## src/logic/pmm_pkg.sv

```systemverilog
// constants for the program and data memory map block
package pmm_pkg;
   localparam int PC_W       = 13;
   localparam int PROG_AW    = 12;
   localparam int PROG_DW    = 14;
   localparam int DATA_W     = 8;
   localparam int OFF_W      = 7;
   localparam int BANK_W     = 2;
   localparam int DADDR_W    = BANK_W + OFF_W;
   localparam int STORE_AW   = 8;
   localparam int STORE_WORDS = 256;

   localparam logic [PC_W-1:0] PC_RESET  = 13'h0000;
   localparam logic [PC_W-1:0] PC_IRQ    = 13'h0004;
   localparam logic [PC_W-1:0] PC_STEP   = 13'h0001;

   localparam logic [OFF_W-1:0] OFF_LAST     = 7'h7F;
   localparam logic [OFF_W-1:0] OFF_SPECIAL_TOP = 7'h20;
   localparam logic [OFF_W-1:0] OFF_INDIRECT = 7'h00;
   localparam logic [OFF_W-1:0] OFF_STATUS   = 7'h03;
   localparam logic [OFF_W-1:0] OFF_POINTER  = 7'h04;

   localparam int STATUS_BSL_BIT = 5;
   localparam int STATUS_BSH_BIT = 6;
   localparam logic [DATA_W-1:0] STATUS_RESET  = 8'h00;
   localparam logic [DATA_W-1:0] POINTER_RESET = 8'h00;
   localparam logic [DATA_W-1:0] READ_ZERO     = 8'h00;
endpackage : pmm_pkg

```

## src/logic/pmm_store.sv

```systemverilog
// general purpose ram storage, registered read data
`timescale 1ns/1ps
`default_nettype none
module pmm_store (
   input  wire logic                             clock,
   input  wire logic                             wr_en,
   input  wire logic [pmm_pkg::STORE_AW-1:0]     addr,
   input  wire logic [pmm_pkg::DATA_W-1:0]       wr_data,
   output var  logic [pmm_pkg::DATA_W-1:0]       rd_data_reg
);
   logic [pmm_pkg::DATA_W-1:0] mem [pmm_pkg::STORE_WORDS];

   always_ff @(posedge clock) begin
      if (wr_en) begin
         mem[addr] <= wr_data;
      end
   end

   // read-before-write; contents carry no reset, like any static ram
   always_ff @(posedge clock) begin
      rd_data_reg <= mem[addr];
   end
endmodule : pmm_store
`default_nettype wire

```

## src/logic/pmm_memory_map.sv

```systemverilog
// program counter and banked data memory address map
`timescale 1ns/1ps
`default_nettype none
// How it works
// - the program counter is 13 bits and addresses a 4K by 14-bit space.
// - fetch addresses above 4K wrap into the first 4K words.
// - any reset, including the pin master clear, sets the counter to 0000h.
// - taking an interrupt loads the counter with 0004h.
// - the bank bits, high first, pick bank 0 to 3 as 00, 01, 10, 11.
// - each bank spans offsets 00h to 7Fh, 128 bytes.
// - low offsets hold special registers and the rest is general ram.
// - every bank has special registers; status and pointer are mirrored.
// - the shared master clear pin has no driver and flags a change only while master clear is disabled.
// - 256 stored bytes, reached directly or through the pointer register.
module pmm_memory_map (
   input  wire logic                             clock,
   input  wire logic                             rst,
   input  wire logic                             pc_advance,
   input  wire logic                             pc_load,
   input  wire logic [pmm_pkg::PC_W-1:0]         pc_load_value,
   input  wire logic                             irq_take,
   input  wire logic                             data_req,
   input  wire logic                             data_we,
   input  wire logic [pmm_pkg::OFF_W-1:0]        data_offset,
   input  wire logic [pmm_pkg::DATA_W-1:0]       data_wdata,
   input  wire logic                             input_only_port_pin,
   input  wire logic                             master_clear_enable,
   output var  logic [pmm_pkg::PC_W-1:0]         pc_reg,
   output var  logic [pmm_pkg::PROG_AW-1:0]      prog_addr_reg,
   output var  logic                             bank_select_high_reg,
   output var  logic                             bank_select_low_reg,
   output var  logic [pmm_pkg::DATA_W-1:0]       indirect_pointer_reg,
   output var  logic [pmm_pkg::DADDR_W-1:0]      data_addr_reg,
   output var  logic [pmm_pkg::DATA_W-1:0]       data_rdata_reg,
   output var  logic                             data_valid_reg,
   output var  logic                             pin_level_reg,
   output var  logic                             pin_change_reg
);
   ////////////////////////////////////////////////////////////////////////
   function automatic logic [pmm_pkg::DADDR_W-1:0] full_addr(
      input logic [pmm_pkg::BANK_W-1:0] bank,
      input logic [pmm_pkg::OFF_W-1:0]  off);
      full_addr = {bank, off};
   endfunction : full_addr

   function automatic logic is_special(
      input logic [pmm_pkg::DADDR_W-1:0] addr);
      is_special = addr[pmm_pkg::OFF_W-1:0] < pmm_pkg::OFF_SPECIAL_TOP;
   endfunction : is_special

   ////////////////////////////////////////////////////////////////////////
   logic                              master_clear_active;
   logic                              sys_reset;
   logic [pmm_pkg::PC_W-1:0]          pc_next;
   logic [pmm_pkg::DATA_W-1:0]        status_reg;
   logic [pmm_pkg::BANK_W-1:0]        bank_sel;
   logic [pmm_pkg::DADDR_W-1:0]       direct_addr;
   logic [pmm_pkg::DADDR_W-1:0]       eff_addr;
   logic [pmm_pkg::OFF_W-1:0]         eff_off;
   logic                              via_pointer;
   logic                              eff_special;
   logic                              gpr_write;
   logic [pmm_pkg::DATA_W-1:0]        store_rdata_reg;
   logic [pmm_pkg::DATA_W-1:0]        special_rdata_reg;
   logic                              special_sel_reg;
   logic                              stage1_valid_reg;

   // pin low while master clear is enabled acts as a reset
   assign master_clear_active = master_clear_enable & ~input_only_port_pin;
   assign sys_reset = rst | master_clear_active;

   ////////////////////////////////////////////////////////////////////////
   // program counter
   always_comb begin
      if (sys_reset) begin
         pc_next = pmm_pkg::PC_RESET;
      end else if (irq_take) begin
         pc_next = pmm_pkg::PC_IRQ;
      end else if (pc_load) begin
         pc_next = pc_load_value;
      end else if (pc_advance) begin
         pc_next = pc_reg + pmm_pkg::PC_STEP;
      end else begin
         pc_next = pc_reg;
      end
   end

   always_ff @(posedge clock) begin
      pc_reg <= pc_next;
   end

   // dropping bit 12 folds the upper 4K onto the implemented words
   always_ff @(posedge clock) begin
      prog_addr_reg <= pc_next[pmm_pkg::PROG_AW-1:0];
   end

   ////////////////////////////////////////////////////////////////////////
   // address resolution
   assign bank_sel = {status_reg[pmm_pkg::STATUS_BSH_BIT],
                      status_reg[pmm_pkg::STATUS_BSL_BIT]};
   assign direct_addr = full_addr(bank_sel, data_offset);
   assign via_pointer = data_offset == pmm_pkg::OFF_INDIRECT;
   // indirect reach uses the high bank bit above the 8-bit pointer
   assign eff_addr = via_pointer ?
      {status_reg[pmm_pkg::STATUS_BSH_BIT], indirect_pointer_reg} :
      direct_addr;
   assign eff_off = eff_addr[pmm_pkg::OFF_W-1:0];
   assign eff_special = is_special(eff_addr);
   assign gpr_write = data_req & data_we & ~eff_special;

   always_ff @(posedge clock) begin
      bank_select_high_reg <= sys_reset ? 1'h0 : bank_sel[1];
      bank_select_low_reg  <= sys_reset ? 1'h0 : bank_sel[0];
   end

   ////////////////////////////////////////////////////////////////////////
   // special registers: status and pointer answer in every bank
   always_ff @(posedge clock) begin
      if (sys_reset) begin
         status_reg <= pmm_pkg::STATUS_RESET;
      end else if (data_req && data_we && eff_off == pmm_pkg::OFF_STATUS) begin
         status_reg <= data_wdata;
      end
   end

   always_ff @(posedge clock) begin
      if (sys_reset) begin
         indirect_pointer_reg <= pmm_pkg::POINTER_RESET;
      end else if (data_req && data_we &&
                   eff_off == pmm_pkg::OFF_POINTER) begin
         indirect_pointer_reg <= data_wdata;
      end
   end

   // unimplemented special offsets, and the pointer aimed at the
   // indirect slot itself, read as zero and ignore writes
   always_ff @(posedge clock) begin
      if (sys_reset) begin
         special_rdata_reg <= pmm_pkg::READ_ZERO;
      end else if (data_req) begin
         unique case (eff_off)
            pmm_pkg::OFF_STATUS:  special_rdata_reg <= status_reg;
            pmm_pkg::OFF_POINTER: special_rdata_reg <= indirect_pointer_reg;
            default:              special_rdata_reg <= pmm_pkg::READ_ZERO;
         endcase
      end
   end

   ////////////////////////////////////////////////////////////////////////
   // general purpose ram, 256 bytes indexed by the low address byte
   pmm_store u_store (
      .clock       (clock),
      .wr_en       (gpr_write),
      .addr        (eff_addr[pmm_pkg::STORE_AW-1:0]),
      .wr_data     (data_wdata),
      .rd_data_reg (store_rdata_reg)
   );

   ////////////////////////////////////////////////////////////////////////
   // two-stage read pipe so the answer leaves from a flop
   always_ff @(posedge clock) begin
      if (sys_reset) begin
         data_addr_reg <= '0;
         special_sel_reg <= 1'h0;
      end else if (data_req) begin
         data_addr_reg <= eff_addr;
         special_sel_reg <= eff_special;
      end
   end

   always_ff @(posedge clock) begin
      stage1_valid_reg <= ~sys_reset & data_req;
      data_valid_reg   <= ~sys_reset & stage1_valid_reg;
   end

   always_ff @(posedge clock) begin
      if (sys_reset) begin
         data_rdata_reg <= pmm_pkg::READ_ZERO;
      end else if (stage1_valid_reg) begin
         data_rdata_reg <= special_sel_reg ? special_rdata_reg :
                           store_rdata_reg;
      end
   end

   ////////////////////////////////////////////////////////////////////////
   // input-only pin: sampled only, change flagged unless master clear
   always_ff @(posedge clock) begin
      pin_level_reg <= input_only_port_pin;
   end

   always_ff @(posedge clock) begin
      pin_change_reg <= ~rst & ~master_clear_enable &
                        (input_only_port_pin != pin_level_reg);
   end
endmodule : pmm_memory_map
`default_nettype wire

```

## config.mk

```make
export PLATFORM = sky130hd
export DESIGN_NAME = pmm_memory_map
export DESIGN_NICKNAME = d
export VERILOG_FILES = /design/src/logic/pmm_pkg.sv /design/src/logic/pmm_store.sv /design/src/logic/pmm_memory_map.sv
export SDC_FILE = /design/constraint.sdc
export NUM_CORES = 2
export LEC_CHECK = 0
export BUFFER_PORTS_ARGS = -buffer_cell sky130_fd_sc_hd__buf_2
export CAP_MARGIN = 20
export CORE_MARGIN = 3
export CORE_UTILIZATION = 55
export DETAILED_ROUTE_END_ITERATION = 10
export GPL_ROUTABILITY_DRIVEN = 0
export PLACE_DENSITY = 0.8
export SYNTH_ARGS = -nofsm -noshare
export SYNTH_HDL_FRONTEND = slang
export SYNTH_SLANG_ARGS = --single-unit
```

## constraint.sdc

```tcl
create_clock -name clock -period 4.66 [get_ports clock]
set_input_delay 0.233 -clock clock [delete_from_list [all_inputs] [get_ports clock]]
set_output_delay 0.233 -clock clock [all_outputs]
set_load 0.01 [all_outputs]
```

# == After elaboration in Yosys (flattened, before gate mapping) ==
# Memory sizes are Yosys's and may differ from the RTL's. A register that Yosys moved wholly into a read port is not among the register bits.
# Cells that the tools add are included.
# word_totals
output_inout_bits,55
memories,1
word_cells,49
regBits,61
ram_bits,2048
# memory_table
memory,words,width,read_ports,rd_ports_with_merged_regs,wr,line_no,text
u_store.mem,256,8,1,1,1,pmm_store.sv:11,logic [pmm_pkg::DATA_W-1:0] mem [pmm_pkg::STORE_WORDS];
# op_classes
muxes,8
order_cmp,1
n_eq_ne,3
bitwise,13
reduce_logical,7
add_sub_neg,1
# op_table
op,count
13-bit two-way mux,2
8-bit two-way mux,2
8-bit case mux with 2 select lines,1
"13-bit by 1-bit adder with 13-bit output, second input constant",1
1-bit bitwise AND,7
"7-bit by 2-bit equality test with 1-bit output, second input constant",1
"7-bit by 3-bit equality test with 1-bit output, second input constant",1
7-bit zero test,1
"7-bit by 6-bit < comparator with 1-bit output, second input constant",1
1-bit NOT,5
1-bit logical AND,3
3-bit two-way mux,1
3-bit nonzero test,1
1-bit two-way mux,2
2-bit nonzero test,1
2-bit OR reduction,1
1-bit != test,1
1-bit bitwise OR,1

# == Depth between registers and ports, before layout ==
# depth
ltp_word,7
depth_mapped,14
ltp_nobuf,8

# == Modules after synthesis ==
# From an unflattened synthesis, not the netlist that was laid out.
# unflattened
hier_cells,3881
hier_area_um2,81420.6
# modules_own_cells
mod,n_inst,area_each_um2,cells_per_inst
pmm_store,1,78492.8,3547
pmm_memory_map,1,2927.8,334

# == Worst setup path after synthesis ==
# No wires, ideal clock.
# synth_path
path_type,input port to flip-flop
from,in data_offset[0] in the netlist's numbering
to,mem u_store.mem[210][0] in the netlist's numbering (enable)
setup_ns,0.370
path_stages,10
setup_slack_ns,1.804
t_required_ns,4.290
t_arrival_ns,2.485
path_buffers,4
path_cell_list,or4_1 > buf_2 > nor3_4 > a21oi_1 > nand2b_1 > clkbuf_1 > nand2b_1 > clkbuf_1 > buf_2 > nor2_1
# synth_via
elab_chain_len,7
# synth_rtl
element,line_no,text
"start, declared",pmm_memory_map.sv:24,"input wire logic [pmm_pkg::OFF_W-1:0] data_offset,"
7-bit zero test,pmm_memory_map.sv:102,assign via_pointer = data_offset == pmm_pkg::OFF_INDIRECT;
8-bit two-way mux *,pmm_memory_map.sv:104,assign eff_addr = via_pointer ?
7-bit by 6-bit < comparator with 1-bit output,pmm_memory_map.sv:48,is_special = addr[pmm_pkg::OFF_W-1:0] < pmm_pkg::OFF_SPECIAL_TOP;
1-bit NOT,pmm_memory_map.sv:109,assign gpr_write = data_req & data_we & ~eff_special;
1-bit bitwise AND,pmm_memory_map.sv:109,
1-bit two-way mux,pmm_store.sv:14,if (wr_en) begin
1-bit two-way mux (not written as such),pmm_store.sv:15,mem[addr] <= wr_data;
"end, declared",pmm_store.sv:11,
# Mark *: on every way between the ends. The rest lies on a longest branch, timed or not.

# == Worst setup path in the final report ==
# layout_path
from,reg indirect_pointer_reg[1] in the netlist's numbering
to,reg u_store.rd_data_reg[1] in the netlist's numbering (read register of u_store.mem)
# layout_via
elab_chain_len,1
# layout_rtl
element,line_no,text
"start, declared",pmm_memory_map.sv:32,"output var logic [pmm_pkg::DATA_W-1:0] indirect_pointer_reg,"
"start signal, assigned",pmm_memory_map.sv:128,indirect_pointer_reg <= pmm_pkg::POINTER_RESET;
"start signal, assigned",pmm_memory_map.sv:131,indirect_pointer_reg <= data_wdata;
8-bit two-way mux,pmm_memory_map.sv:104,
"end, declared",pmm_store.sv:9,output var logic [pmm_pkg::DATA_W-1:0] rd_data_reg
# No other way between the ends.
# A chain may end at the register's enable or synchronous reset.

==> impl_metrics.env <==
export IMPL_drt_drc_violations_left=0
export IMPL_yosysUniqueCellTypes=55
export IMPL_cts_buffers=196
export IMPL_r2r_end="u_store.rd_data_reg[1]"
export IMPL_drtIter0Drc=8301
export IMPL_crit_path_cell_trace="nor3b_1 > a21o_4 > buf_12 > buf_12 > buf_4 > mux2i_1 > a221oi_1 > a21oi_1 > a21oi_1 > nor4_1 > nor4_1"
export IMPL_largest_register_ffs=2048
export IMPL_rsz0062_at_grt="false"
export IMPL_cts_tree="yes"
export IMPL_synth_avg_cell_area_um2=14.0
export IMPL_io_buffers=91
export IMPL_slew_violations=0
export IMPL_leakage_nw=32.7
export IMPL_cap_violations=0
export IMPL_drtPass1Iterations=9
export IMPL_worstPathArrival_ps=4850
export IMPL_fin_setup_tns_ps=0
export IMPL_async_flop_share_pct=0
export IMPL_ant_nets=0
export IMPL_grt_pass1_wl_mm=321
export IMPL_required_ps=5330
export IMPL_h_tree_depth=4
export IMPL_core_area_um2=150000
export IMPL_syn_inst=5926
export IMPL_grt_max_degree=177
export IMPL_rrSetupSlack_ps=480
export IMPL_status="finished, final reports clean"
export IMPL_min_from="data_wdata[7]"
export IMPL_p_total_w=0.0397
export IMPL_grt_pass1_vias=52500
export IMPL_slowest_delay_ps=750
export IMPL_synth_seq_cells=2117
export IMPL_synth_edf_count=2048
export IMPL_hold_path_class="input port to register"
export IMPL_gr_total_overflow=0
export IMPL_cts_clk_slew_worst_paths_ps=70
export IMPL_num_io_pins=92
export IMPL_fmax_ghz=0.239
export IMPL_vias=54700
export IMPL_clock_path_buffers=3
export IMPL_reg2reg_depth=11
export IMPL_ys_flop_type="edfxtp_1"
export IMPL_cp_slowest_cell="nor4_1"
export IMPL_clock_skew_ps=25.8
export IMPL_relSlewSlack_pct=20.8
export IMPL_area_growth_pct=14.7
export IMPL_min_path_cells=1
export IMPL_die_h_um=395
export IMPL_grt_usage_pct=27.0
export IMPL_root_buffer="clkbuf_16"
export IMPL_post_drt_wl_per_cell_um=24.6
export IMPL_hold_end="u_store.mem[79][7]"
export IMPL_drt_wl_total_mm=216
export IMPL_r2r_start="indirect_pointer_reg[1]"
export IMPL_nets=6624
export IMPL_clk_latency_ps=820
export IMPL_die_area_um2=156000
export IMPL_crit_type="register to register"
export IMPL_cp_max_fo=28
export IMPL_endpoint_kind="register"
export IMPL_setup_violations=0
export IMPL_hold_viol=0
export IMPL_num_rows=142
export IMPL_period_needed_ps=4180
export IMPL_die_x_um=395
export IMPL_syn_area_um2=83200
export IMPL_startpoint_type="register"
export IMPL_detailed_place_hpwl_mm=122
export IMPL_routed_via_density=6.24
export IMPL_ys_warn_count=0
export IMPL_post_cts_buffers=0
export IMPL_start_util_pct=55.5
export IMPL_yosysSeqAreaShare_pct=75.6
export IMPL_power_density_nw_per_um2=416
export IMPL_worstMarginPinSlew_ps=1190
export IMPL_ir_drop_v=0.000365
export IMPL_antenna_found_initial=7
export IMPL_clkSinkCount=2117
export IMPL_drive_gt1_share_pct=9.68
export IMPL_timing_final_crit_share_pct=89.7
==> kinds of logic after synthesis <==
group | count (synthesis) | synth area share (%)
other cells | 1 | 0.00451
xor+xnor | 7 | 0.0737
flops | 2117 | 75.6
buf+inv | 462 | 2.61
simple gates | 1705 | 8.01
fa+ha+maj | 1 | 0.0150
compound gates | 1469 | 11.7
mux | 164 | 1.98
==> cells in the mapped netlist (9+ instances only) <==
master	instances	area [µm²]
a2111oi_0	16	140
a211oi_1	21	158
a21o_1	12	90.1
a21oi_1	771	3860
a221oi_1	120	1050
a22oi_1	121	908
a32o_1	16	160
a32oi_1	336	2940
and3_1	9	56.3
buf_1	10	37.5
buf_2	176	881
buf_4	38	285
buf_6	10	113
clkbuf_1	223	837
dfxtp_1	69	1380
edfxtp_1	2048	61500
mux2i_1	163	1630
nand2_1	1338	5020
nor2_1	273	1020
nor4_1	48	300
o21ai_0	9	45.0
o22ai_1	9	56.3
o31a_1	9	78.8
==> worst max path at each step <==
stage                                  startpoint  slack [ps]                     end  depth (start not counted)
after global placement             data_offset[6]         240  u_store.rd_data_reg[6]                         10
after CTS                 indirect_pointer_reg[1]         570  u_store.rd_data_reg[3]                         11
final                     indirect_pointer_reg[1]         480  u_store.rd_data_reg[1]                         11
after detailed placement           data_offset[6]         580  u_store.rd_data_reg[3]                         11
after global routing      indirect_pointer_reg[1]         280  u_store.rd_data_reg[1]                         11
after floorplan                    data_offset[0]        1800     u_store.mem[210][0]                         10
==> worst max-delay path: cells and delay by family, from the launching register on <==
kind | cells | cell delay [ps]
multiplexers | 1 | 210
flip-flops | 1 | 420
buffers and inverters | 3 | 750
AO/OA/AOI/OAI | 4 | 1240
AND/OR/NAND/NOR | 3 | 1340
==> placed cells by master, fill, tap and decap left out, types with 69 or more instances in the layout <==
| cell type | instances |
|---|---|
| clkbuf_16 | 200 |
| a21oi_1 | 770 |
| nor2_1 | 272 |
| buf_4 | 228 |
| buf_2 | 83 |
| a221oi_1 | 120 |
| nand2_1 | 1337 |
| dfxtp_1 | 69 |
| mux2i_1 | 163 |
| a32oi_1 | 336 |
| a22oi_1 | 121 |
| conb_1 | 512 |
| edfxtp_1 | 2048 |
==> routing by layer <==
layer  vias to the layer above  GRT usage, %  wire, µm
met5                         -             0        64
met4                         8          14.0     12200
met3                       670          5.78     24300
met2                      3865          42.9    102000
met1                     26700          35.3     76900
li1                      23400             -         -
==> metrics by stage <==
step           util, %  setup WS (ps)  std cells  cell area (µm²)  hold WS (ps)
6_report          63.6            478       8764            95400          32.9
5_1_grt           63.6            276       8761            95400          52.7
4_1_cts           63.6            571       8760            95400          12.0
3_5_place_dp      59.1            585       8355            88600           377
3_3_place_gp      59.1            243       8354            88600           374
2_1_floorplan        -           1800       6437            85100           261
==> cell type report <==
cell class                      instances  area (µm²)
Antenna cell                            3        7.51
Clock buffer                          242        5210
Clock inverter                        115        1110
Fill cell                           10200       54600
Timing Repair Buffer                  408        3520
Inverter                                5        18.8
Multi-Input combinational cell       3858       20100
Tap cell                             2016        2520
Sequential cell                      2117       62900
==> timing repair <==
action / 4_1_cts / 5_1_grt
resized for setup: 0 / 0
endpoints found under the hold margin: 37 / 0
hold buffers: 48 / 0
==> where the power goes <==
group	internal [W]	total (W)	switching (W)	leakage, nW
logic	0.000629	0.00230	0.00167	10.2
registers	0.0213	0.0215	0.000145	19.4
clock network	0.00903	0.0159	0.00691	3.09
total	0.0310	0.0397	0.00872	32.7
No activity file was read; power rests on OpenSTA's default activity.
